--- config.mk ---
export PLATFORM = sky130hd
export DESIGN_NAME = path_alarm_b3_error_insert
export DESIGN_NICKNAME = d
export VERILOG_FILES = /design/src/core/path_alarm_pkg.sv /design/src/core/path_alarm_b3_error_insert.sv
export SDC_FILE = /design/constraint.sdc
export NUM_CORES = 1
export LEC_CHECK = 0
export ABC_AREA = 0
export BUFFER_PORTS_ARGS = -buffer_cell sky130_fd_sc_hd__buf_4
export CAP_MARGIN = 5
export CORE_ASPECT_RATIO = 0.8
export CORE_MARGIN = 3
export CORE_UTILIZATION = 54
export CTS_CLUSTER_SIZE = 20
export DETAILED_ROUTE_END_ITERATION = 8
export GPL_ROUTABILITY_DRIVEN = 0
export PLACE_DENSITY_LB_ADDON = 0.3
export SKIP_LAST_GASP = 1
export SYNTH_ARGS = -nofsm -noshare
export SYNTH_HDL_FRONTEND = slang
export SYNTH_SLANG_ARGS = --single-unit
--- constraint.sdc ---
create_clock -name clk_i -period 2 [get_ports clk_i]
set_input_delay 0 -clock clk_i [delete_from_list [all_inputs] [get_ports clk_i]]
set_output_delay 0 -clock clk_i [all_outputs]
set_load 0.03 [all_outputs]
--- src/core/path_alarm_pkg.sv ---
// Package with register offsets, field positions and codes for the path alarm stage
package path_alarm_pkg;
   // Register offsets (low byte of the channel register window)
   localparam logic [7:0] PARITY_MASK_OFFSET  = 8'h97;
   localparam logic [7:0] TX_CONTROL0_OFFSET  = 8'h83;
   localparam logic [7:0] DEFECT_CTRL2_OFFSET = 8'hC9;
   // Reset values
   localparam logic [7:0] PARITY_MASK_RESET   = 8'h00;
   localparam logic [7:0] TX_CONTROL0_RESET   = 8'h00;
   localparam logic [7:0] DEFECT_CTRL2_RESET  = 8'h00;
   // Control byte 0 fields
   localparam int         AIS_ENABLE_BIT      = 0;
   localparam int         RDI_SEL_LSB         = 3;
   localparam logic [7:0] CONTROL0_RO_MASK    = 8'h02;
   // Defect control byte 2 fields
   localparam int         PLM_ENABLE_BIT      = 0;
   localparam int         PLM_CODE_LSB        = 1;
   localparam int         LCD_ENABLE_BIT      = 4;
   localparam int         LCD_CODE_LSB        = 5;
   // Remote defect source select encodings
   localparam logic [1:0] RDI_SRC_AUTO        = 2'h0;
   localparam logic [1:0] RDI_SRC_SOFTWARE    = 2'h1;
   // Position of the remote defect bits inside the path status byte
   localparam int         G1_RDI_LSB          = 1;
   localparam logic [7:0] ALL_ONES            = 8'hFF;
   localparam logic [2:0] RDI_CLEAR_CODE      = 3'h0;
   localparam logic [7:0] BYTE_ZERO           = 8'h00;
endpackage

--- src/core/path_alarm_b3_error_insert.sv ---
// Transmit path alarm stage: parity error insertion, path AIS and RDI-P sourcing
`timescale 1ns/1ps
module path_alarm_b3_error_insert
   import path_alarm_pkg::*;
(
   // Clock and reset
   input  wire logic       clk_i,
   input  wire logic       nrst_i,
   // Register port
   input  wire logic [7:0] reg_addr_i,
   input  wire logic [7:0] reg_wdata_i,
   input  wire logic       reg_wr_i,
   input  wire logic       reg_rd_i,
   output logic      [7:0] reg_rdata_o,
   // Upstream byte stream from the payload mapper
   input  wire logic [7:0] data_i,
   input  wire logic       spe_i,
   input  wire logic       spe_start_i,
   input  wire logic       parity_pos_i,
   input  wire logic       status_pos_i,
   input  wire logic       pointer_pos_i,
   // Receive-side defects and external overhead input
   input  wire logic       plm_defect_i,
   input  wire logic       lcd_defect_i,
   input  wire logic [2:0] external_path_overhead_input,
   input  wire logic [2:0] soft_rdi_code_i,
   // Downstream byte stream to the overhead processor
   output logic      [7:0] data_o,
   output logic            payload_blocked_o
);

   // Register state
   logic [7:0] mask_reg,   mask_next;    // Parity error mask
   logic [7:0] ctrl0_reg,  ctrl0_next;   // Path control byte 0
   logic [7:0] ctrl2_reg,  ctrl2_next;   // Defect control byte 2
   logic [7:0] rdata_reg,  rdata_next;   // Read data holding register
   // Datapath state
   logic [7:0] bip_reg,    bip_next;     // Running parity of current SPE
   logic [7:0] sent_reg,   sent_next;    // Parity of previous SPE
   logic [7:0] dout_reg,   dout_next;    // Outbound byte
   logic       block_reg,  block_next;   // Payload suppressed flag
   // Decoded controls
   logic       ais_en;
   logic [1:0] rdi_sel;
   logic [2:0] rdi_code;

   // Register read decode, used by read path
   function automatic logic [7:0] read_mux(input logic [7:0] a, input logic [7:0] m,
                                           input logic [7:0] c0, input logic [7:0] c2);
      case (a)
         PARITY_MASK_OFFSET:  read_mux = m;
         TX_CONTROL0_OFFSET:  read_mux = c0;
         DEFECT_CTRL2_OFFSET: read_mux = c2;
         default:             read_mux = BYTE_ZERO;   // Unmapped reads as zero
      endcase
   endfunction

   // Register file next-state logic
   always_comb begin
      mask_next  = mask_reg;
      ctrl0_next = ctrl0_reg;
      ctrl2_next = ctrl2_reg;
      rdata_next = rdata_reg;
      if (reg_wr_i) begin
         case (reg_addr_i)
            PARITY_MASK_OFFSET:  mask_next  = reg_wdata_i;
            TX_CONTROL0_OFFSET:  ctrl0_next = reg_wdata_i & ~CONTROL0_RO_MASK;
            DEFECT_CTRL2_OFFSET: ctrl2_next = reg_wdata_i;
            default: ;                                         // Writes elsewhere ignored
         endcase
      end
      if (reg_rd_i) begin
         rdata_next = read_mux(reg_addr_i, mask_reg, ctrl0_reg, ctrl2_reg);
      end
   end

   // Register file flops
   always_ff @(posedge clk_i or negedge nrst_i) begin
      if (!nrst_i) begin
         mask_reg  <= PARITY_MASK_RESET;
         ctrl0_reg <= TX_CONTROL0_RESET;
         ctrl2_reg <= DEFECT_CTRL2_RESET;
         rdata_reg <= BYTE_ZERO;
      end else begin
         mask_reg  <= mask_next;
         ctrl0_reg <= ctrl0_next;
         ctrl2_reg <= ctrl2_next;
         rdata_reg <= rdata_next;
      end
   end

   assign ais_en  = ctrl0_reg[AIS_ENABLE_BIT];
   assign rdi_sel = ctrl0_reg[RDI_SEL_LSB +: 2];

   // Remote defect code selection; mismatch outranks delineation when both are up
   always_comb begin
      rdi_code = RDI_CLEAR_CODE;
      case (rdi_sel)
         RDI_SRC_AUTO: begin
            if (plm_defect_i && ctrl2_reg[PLM_ENABLE_BIT]) begin
               rdi_code = ctrl2_reg[PLM_CODE_LSB +: 3];
            end else if (lcd_defect_i && ctrl2_reg[LCD_ENABLE_BIT]) begin
               rdi_code = ctrl2_reg[LCD_CODE_LSB +: 3];
            end
         end
         RDI_SRC_SOFTWARE: rdi_code = soft_rdi_code_i;
         default:          rdi_code = external_path_overhead_input;
      endcase
   end

   // Datapath next state: parity, error mask, AIS and status byte insertion
   always_comb begin
      bip_next   = bip_reg;
      sent_next  = sent_reg;
      dout_next  = data_i;
      block_next = ais_en;
      if (parity_pos_i) begin
         dout_next = sent_reg ^ mask_reg;
      end else if (status_pos_i) begin
         dout_next = data_i;
         dout_next[G1_RDI_LSB +: 3] = rdi_code;
      end
      if (ais_en && (spe_i || pointer_pos_i)) begin
         dout_next = ALL_ONES;
      end
      // Parity covers the bytes actually sent in the SPE
      if (spe_i) begin
         if (spe_start_i) begin
            // First byte opens the new SPE, so the old sum closes without it
            sent_next = bip_reg;
            bip_next  = dout_next;
         end else begin
            bip_next  = bip_reg ^ dout_next;
         end
      end
   end

   // Datapath flops
   always_ff @(posedge clk_i or negedge nrst_i) begin
      if (!nrst_i) begin
         bip_reg   <= BYTE_ZERO;
         sent_reg  <= BYTE_ZERO;
         dout_reg  <= BYTE_ZERO;
         block_reg <= 1'b0;
      end else begin
         bip_reg   <= bip_next;
         sent_reg  <= sent_next;
         dout_reg  <= dout_next;
         block_reg <= block_next;
      end
   end

   assign data_o            = dout_reg;
   assign reg_rdata_o       = rdata_reg;
   assign payload_blocked_o = block_reg;

   // Checks
   property p_parity_mask;
      @(posedge clk_i) disable iff (!nrst_i)
      (parity_pos_i && !ais_en) |=> (data_o == ($past(sent_reg) ^ $past(mask_reg)));
   endproperty
   a_parity_mask: assert property (p_parity_mask) else $error("parity byte not masked");

   property p_mask_persist;
      @(posedge clk_i) disable iff (!nrst_i)
      (parity_pos_i && !ais_en && mask_reg != BYTE_ZERO) |=> (data_o != $past(sent_reg));
   endproperty
   a_mask_persist: assert property (p_mask_persist) else $error("mask not applied");

   property p_parity_next;
      @(posedge clk_i) disable iff (!nrst_i)
      (spe_i && spe_start_i) |=> ((sent_reg == $past(bip_reg)) && (bip_reg == data_o));
   endproperty
   a_parity_next: assert property (p_parity_next) else $error("parity not carried");

   property p_ais_spe;
      @(posedge clk_i) disable iff (!nrst_i)
      (ais_en && spe_i) |=> (data_o == ALL_ONES);
   endproperty
   a_ais_spe: assert property (p_ais_spe) else $error("AIS SPE byte not ones");

   property p_ais_ptr;
      @(posedge clk_i) disable iff (!nrst_i)
      (ais_en && pointer_pos_i) |=> (data_o == ALL_ONES);
   endproperty
   a_ais_ptr: assert property (p_ais_ptr) else $error("AIS pointer not ones");

   property p_ais_block;
      @(posedge clk_i) disable iff (!nrst_i)
      ais_en |=> payload_blocked_o;
   endproperty
   a_ais_block: assert property (p_ais_block) else $error("payload not blocked");

   property p_plm_code;
      @(posedge clk_i) disable iff (!nrst_i)
      (status_pos_i && !ais_en && rdi_sel == RDI_SRC_AUTO && plm_defect_i
       && ctrl2_reg[PLM_ENABLE_BIT])
      |=> (data_o[G1_RDI_LSB +: 3] == $past(ctrl2_reg[PLM_CODE_LSB +: 3]));
   endproperty
   a_plm_code: assert property (p_plm_code) else $error("mismatch code missing");

   property p_plm_gate;
      @(posedge clk_i) disable iff (!nrst_i)
      (status_pos_i && !ais_en && rdi_sel == RDI_SRC_AUTO && !ctrl2_reg[PLM_ENABLE_BIT]
       && !(lcd_defect_i && ctrl2_reg[LCD_ENABLE_BIT]))
      |=> (data_o[G1_RDI_LSB +: 3] == RDI_CLEAR_CODE);
   endproperty
   a_plm_gate: assert property (p_plm_gate) else $error("disabled mismatch altered RDI");

   property p_ext_src;
      @(posedge clk_i) disable iff (!nrst_i)
      (status_pos_i && !ais_en && rdi_sel == 2'h2)
      |=> (data_o[G1_RDI_LSB +: 3] == $past(external_path_overhead_input));
   endproperty
   a_ext_src: assert property (p_ext_src) else $error("external RDI not used");

endmodule

==> flow_summary_export.csv, run 1 <==
group,metric,value,unit
cells_and_area,drive_above_1_share,34.9,%
logic_synthesis,synth-adder-area-share,0,%
power,p_per_area,772,nW/um^2
timing,report.final.slew_viol_count,0,
timing,fmax,630,MHz
cts,cts_hold_buf,15,
power,comb_power_share,24.0,%
routing,ant_nets,0,
global_routing,grt_max_degree,57,
floorplanning,rows,22,
routing,drtIter0Drc,133,
global_routing,grt_usage,20.5,%
timing,period_needed,1590,ps
setup_path,crit_path_end_kind,"flop",
logic_synthesis,syn_area,2710,um^2
logic_synthesis,syn-num-nets,266,
cts,clkTransAtPathRegs,90,ps
timing,finalSetupViolCount,0,
setup_path,worst_path_largest_cell_delay,570,ps
global_routing,busiest_layer,"met2",
cts,htreeDepth,2,
logic_synthesis,syn_inst,225,
cts,post-cts-setup-buffer-count,0,
global_routing,grt_pass1_wl,9.75,mm
setup_path,r2r_setup_slack,410,ps
floorplanning,dieArea,5910,um^2
setup_path,crit_buf_inv,0,
global_routing,gr-usage-met1,29.4,%
logic_synthesis,synth-compound-area-share,15.5,%
setup_path,cpMaxStageDelayCell,"or4_1",
setup_path,reg2reg_to,"bip_reg[2]",
routing,vias_per_cell,5.71,
power,switchingPower,769,uW
min_path,holdPathEnd,"bip_reg[3]",
power,ir_worst_vdd,0.512,mV
setup_path,rr_startpoint,"ctrl0_reg[4]",
setup_path,critPathTopFamily,"simple AND/OR/NAND/NOR gates",
power,clkPwrFrac,22.0,%
cells_and_area,fin_nets,336,
run_status,status,"finished clean",
timing,hold-worst-slack,60.4,ps
routing,num_vias,2027,
routing,drt-pass1-iter-count,4,
logic_synthesis,synth_ff_type,"dfrtp_1",
min_path,hold_start,"spe_i",
logic_synthesis,synth_top_family_by_area,"compound AO/OA/AOI/OAI gates",
logic_synthesis,ys_types,37,
flow_run,drv_cap,0,
setup_path,worst-endpoint-arrival,1760,ps
timing,maxSlewHeadroom,54.8,%
floorplanning,fp.dieW,85.2,um
cts,cts.sinks,56,
power,power_leakage,0.00163,uW
logic_synthesis,synth_edf_count,0,
placed_design,hpwl,4.32,mm
logic_synthesis,synthTopCellsByCount,"56 x dfrtp_1, 20 x mux2_2, 13 x nand2_1",
setup_path,path_max_fanout,11,
timing,worst_pin_slew,678,ps
cts,cts_tree,"built",
timing,finalHoldViolCount,0,
timing,period_share,79.3,%
logic_synthesis,synth_seq_cells,56,
cells_and_area,final.fill_count,345,
cts,worstSkewPairLatency,300,ps
floorplanning,io_pins,58,
logic_synthesis,synth_area_per_cell,12.0,um^2
global_routing,grt.met2_usage,31.6,%
logic_synthesis,synth_area_leaders,"dfrtp_1 52%, mux2_2 8.3%, mux2_4 4.4%",
timing,tns,0,ps
cells_and_area,multi_input_area,1220,um^2
cts,ctsLongestPathBuffers,2,
routing,drc,0,
min_path,hp-class,"input port to flop",
timing,rsz0062_at_grt,"no",
cts,cts_resized,0,
setup_path,path_cells,"or4_1, o211ai_2, or3_1, o211ai_1",
logic_synthesis,synthXorXnorAreaFrac,2.59,%
global_routing,grt.met3_usage,4.39,%
logic_synthesis,synth-async-reset-ratio,100,%
power,swShare,29.3,%
logic_synthesis,synth_top_area_share,51.7,%
routing,wl,5.88,mm
logic_synthesis,yosys.area_share.simple,12.5,%
cells_and_area,seqCellArea,1400,um^2
logic_synthesis,yosys.area.top_type,"dfrtp_1",
timing,skew,9.38,ps
logic_synthesis,synth_most_common_cell,"dfrtp_1",
global_routing,first_global_vias,2025,
cts,cts_root_buffer,"clkbuf_8",
global_routing,gr-total-overflow,0,
power,power.internal,1850,uW
setup_path,start_kind,"flop",
global_routing,antenna_found_initial,0,
setup_path,worst-endpoint-required,2170,ps
placed_design,io_buffer_count,57,
setup_path,worst-setup-path-type,"flop to flop",
logic_synthesis,synth_mux_area_share,14.6,%
floorplanning,start_util,57.6,%
power,pwr-share-seq,54.1,%
logic_synthesis,yosys_warnings,0,
floorplanning,core_area,4710,um^2
min_path,hold_depth,2,
floorplanning,die_h,69.4,um
setup_path,reg2reg_depth,4,
routing,wl_per_cell,16.6,um
cts,cts_buffers,5,
cells_and_area,antenna_cells,0,
logic_synthesis,synth_sequential_area_ratio,51.7,%
cells_and_area,area_growth,25.3,%
-- power by group through the flow --
stage | combinational (uW) | clock (uW) | sequential (uW)
2_1_floorplan | 307 | 0 | 1500
3_3_place_gp | 590 | 0 | 1430
3_5_place_dp | 608 | 0 | 1440
4_1_cts | 634 | 587 | 1420
5_1_grt | 691 | 627 | 1440
6_report | 629 | 576 | 1420
-- cell usage in the layout, fill, tap and decap left out, types with 3 or more instances in the layout --
| master | n |
|---|---|
| nand2b_1 | 5 |
| and3_1 | 3 |
| a41oi_1 | 3 |
| a311o_1 | 3 |
| buf_4 | 57 |
| a21oi_1 | 10 |
| xor2_1 | 8 |
| mux2_2 | 20 |
| mux2_4 | 8 |
| o211ai_2 | 3 |
| o21ai_0 | 9 |
| or3_1 | 3 |
| o211ai_1 | 6 |
| o22ai_1 | 8 |
| dfrtp_1 | 56 |
| inv_1 | 11 |
| mux2i_1 | 5 |
| a22oi_1 | 7 |
| dlygate4sd3_1 | 15 |
| nand3b_1 | 3 |
| nor2_1 | 10 |
| clkbuf_8 | 5 |
| a32o_1 | 5 |
| or4_1 | 3 |
| nand2_1 | 13 |
-- routing by layer --
metal | vias up | share of wire, % | wire length, um
met5 | - | 0 | 0
met4 | 0 | 0.82 | 48
met3 | 6 | 7.5 | 443
met2 | 70 | 47 | 2770
met1 | 984 | 45 | 2620
li1 | 967 | - | -
-- layout make-up --
| class | count | area share, % |
|---|---|---|
| flip-flops and latches | 56 | 41.3 |
| multi-input cells | 149 | 36.0 |
| repair buffers | 72 | 17.0 |
| well taps | 60 | 2.21 |
| clock buffers | 6 | 2.14 |
| inverters | 11 | 1.22 |
| clock inverters | 1 | 0.147 |
-- metrics by stage --
stage	area [um^2]	worst slack (ps)	cells	total power, uW	util, %
finish	3400	413	355	2620	72.1
global route	3400	312	355	2760	72.1
CTS	3400	423	355	2640	72.1
detailed placement	3170	431	333	2050	67.3
global placement	3170	489	333	2020	67.3
floorplan	2710	503	225	1800	-
-- kinds of logic after synthesis --
logic type,after synthesis
compound gates,58
flops,56
simple gates,50
mux,33
buf+inv,20
xor+xnor,8
-- worst reg2reg max path, delay by kind of cell, from the launching register on --
family           cells  cell delay, ps
AO/OA/AOI/OAI        2             280
flip-flops           1             480
AND/OR/NAND/NOR      2             710
-- how the worst max path moves through the flow --
stage / from / endpoint / slack (ps) / depth (start not counted)
6_report: ctrl0_reg[4] / bip_reg[2] / 410 / 4
5_1_grt: ctrl0_reg[4] / bip_reg[2] / 310 / 4
4_1_cts: ctrl0_reg[4] / bip_reg[1] / 420 / 4
3_5_place_dp: ctrl0_reg[4] / bip_reg[1] / 430 / 4
3_3_place_gp: ctrl0_reg[4] / bip_reg[2] / 490 / 4
2_1_floorplan: ctrl0_reg[4] / bip_reg[2] / 500 / 5
(Power assumes the default switching activity.)
==> run 2, diff against run 1 <==
--- a/config.mk
+++ b/config.mk
@@ -10,7 +10,7 @@
 export CAP_MARGIN = 5
 export CORE_ASPECT_RATIO = 0.8
 export CORE_MARGIN = 3
-export CORE_UTILIZATION = 54
+export CORE_UTILIZATION = 49
 export CTS_CLUSTER_SIZE = 20
 export DETAILED_ROUTE_END_ITERATION = 8
 export GPL_ROUTABILITY_DRIVEN = 0
==> constraint.sdc (replaced) <==
create_clock -name clk_i -period 1.3 [get_ports clk_i]
set_input_delay 0 -clock clk_i [delete_from_list [all_inputs] [get_ports clk_i]]
set_output_delay 0 -clock clk_i [all_outputs]
set_load 0.03 [all_outputs]
==> flow_summary_export.csv, run 2 (same netlist as run 1, synthesis figures left out) <==
group,metric,value,unit
run_status,status,"finished, violations left",
run_status,violations,"setup timing",
floorplanning,start_util,52.3,%
setup_path,cpMaxStageDelayCell,"dfrtp_1",
timing,report.final.slew_viol_count,0,
setup_path,rr_startpoint,"ctrl2_reg[0]",
setup_path,critPathTopFamily,"compound AO/OA/AOI/OAI gates",
timing,skew,6.29,ps
placed_design,hpwl,4.63,mm
setup_path,start_kind,"flop",
cts,worstSkewPairLatency,310,ps
cts,clkTransAtPathRegs,100,ps
cts,ctsLongestPathBuffers,2,
timing,worst_slack,-276,ps
global_routing,gr-total-overflow,0,
routing,ant_nets,0,
timing,hold-worst-slack,41.6,ps
timing,period_needed,1580,ps
cts,htreeDepth,2,
timing,maxSlewHeadroom,73.6,%
placed_design,placed_cells,367,
global_routing,grt.met3_usage,3.97,%
cts,cts.sinks,56,
setup_path,worst_path_largest_cell_delay,400,ps
flow_run,drv_cap,0,
cells_and_area,post_layout_nonfiller_instances,386,
setup_path,crit_end,"bip_reg[3]",
timing,fmax,634,MHz
cells_and_area,final_common_cell,"buf_4",
timing,finalSetupViolCount,6,
setup_path,path_max_fanout,5,
floorplanning,die_h,72.5,um
setup_path,worst-setup-path-type,"flop to flop",
cts,cts_root_buffer,"clkbuf_8",
floorplanning,fp.dieW,89.1,um
setup_path,r2r_setup_slack,-280,ps
cts,cts_tree,"built",
global_routing,grt_max_degree,33,
global_routing,grt_pass1_wl,10.5,mm
power,total_power,4240,uW
setup_path,crit_path_end_kind,"flop",
power,ir_worst_vdd,0.731,mV
global_routing,gr-usage-met1,29.4,%
floorplanning,rows,23,
setup_path,crit_buf_inv,0,
timing,tns,-932,ps
setup_path,path_depth,5,
routing,drc,0,
setup_path,reg2reg_depth,5,
timing,finalHoldViolCount,0,
cells_and_area,area_growth,37.4,%
global_routing,antenna_found_initial,0,
timing,period_share,121,%
global_routing,grt.met2_usage,34.5,%
floorplanning,core_area,5180,um^2
setup_path,reg2reg_to,"bip_reg[3]",
placed_design,io_buffer_count,57,
setup_path,path_cells,"nand2_1, a41oi_2, o211ai_4, or3_1, o211ai_1",
global_routing,busiest_layer,"met2",
power,p_per_area,1140,nW/um^2
cells_and_area,layout_common_cells,"83 x buf_4, 54 x dfrtp_1, 20 x mux2_2",
timing,rsz0062_at_grt,"yes",
global_routing,grt_usage,21.1,%
cells_and_area,drive_above_1_share,46.6,%
floorplanning,dieArea,6460,um^2
cells_and_area,fin_nets,365,
routing,drtIter0Drc,101,
routing,num_vias,2154,
power,power_leakage,0.00179,uW
cts,cts_buffers,5,
routing,wl_per_cell,16.9,um
routing,vias_per_cell,5.58,
setup_path,worst-endpoint-required,1530,ps
cells_and_area,antenna_cells,0,
setup_path,worst-endpoint-arrival,1800,ps
min_path,hp-class,"input port to flop",
cells_and_area,final.fill_count,360,
routing,wl,6.54,mm
setup_path,startpoint,"ctrl2_reg[0]",
timing,worst_pin_slew,395,ps
floorplanning,io_pins,58,
routing,drt-pass1-iter-count,4,
global_routing,first_global_vias,2163,
-- run 2: final cells by class --
type	count	area, um^2	area share, %
Clock inverter	2	12.5	0.336
Inverter	11	41.3	1.11
Clock buffer	5	68.8	1.85
Tap cell	62	77.6	2.08
Multi-Input combinational cell	149	1300	34.9
Sequential cell	56	1400	37.7
Timing Repair Buffer	101	821	22.0
-- run 2: metal layers --
metal | vias up | wire, um | share of wire, %
met5 | - | 0 | 0
met4 | 0 | 27 | 0.41
met3 | 4 | 409 | 6.3
met2 | 59 | 3230 | 49
met1 | 1068 | 2870 | 44
li1 | 1023 | - | -
-- run 2: repair_timing --
action                     4_1_cts  5_1_grt
setup endpoints to repair        6       11
pin swaps                        7        9
hold endpoints to repair        88        0
gates resized for setup          7       13
hold buffers                    11        0
buffers inserted                 3        2
-- run 2: worst register-to-register path, delay by kind of cell, from the launching register on --
family	cells	cell delay [ps]
simple gates	2	520
flops	1	400
compound gates	3	570
-- run 2: per-stage QoR --
step / worst slack [ps] / utilization (%) / cell area, um^2
after floorplan: -168 / - / 2720
final: -276 / 71.9 / 3720
after global placement: -213 / 66.2 / 3430
after CTS: -208 / 70.9 / 3670
after detailed placement: -262 / 66.2 / 3430
after global routing: -365 / 71.9 / 3720
-- run 2: report_power, final --
part | total (uW) | internal, uW | switching [uW] | leakage [uW]
sequential | 2180 | 2020 | 162 | 0.000734
clock | 914 | 366 | 548 | 0.0000400
combinational | 1150 | 594 | 554 | 0.00102
-- run 2: worst min-delay path by stage --
stage                     startpoint    endpoint  slack [ps]  cells after the start
after global routing       data_i[6]   data_o[6]          70                      4
after detailed placement      nrst_i   data_o[1]         -70                      1
final                      data_i[0]   data_o[0]          40                      4
after global placement        nrst_i   data_o[1]         -70                      1
after floorplan               nrst_i  bip_reg[0]        -300                      0
after CTS                  data_i[0]   data_o[0]          40                      4
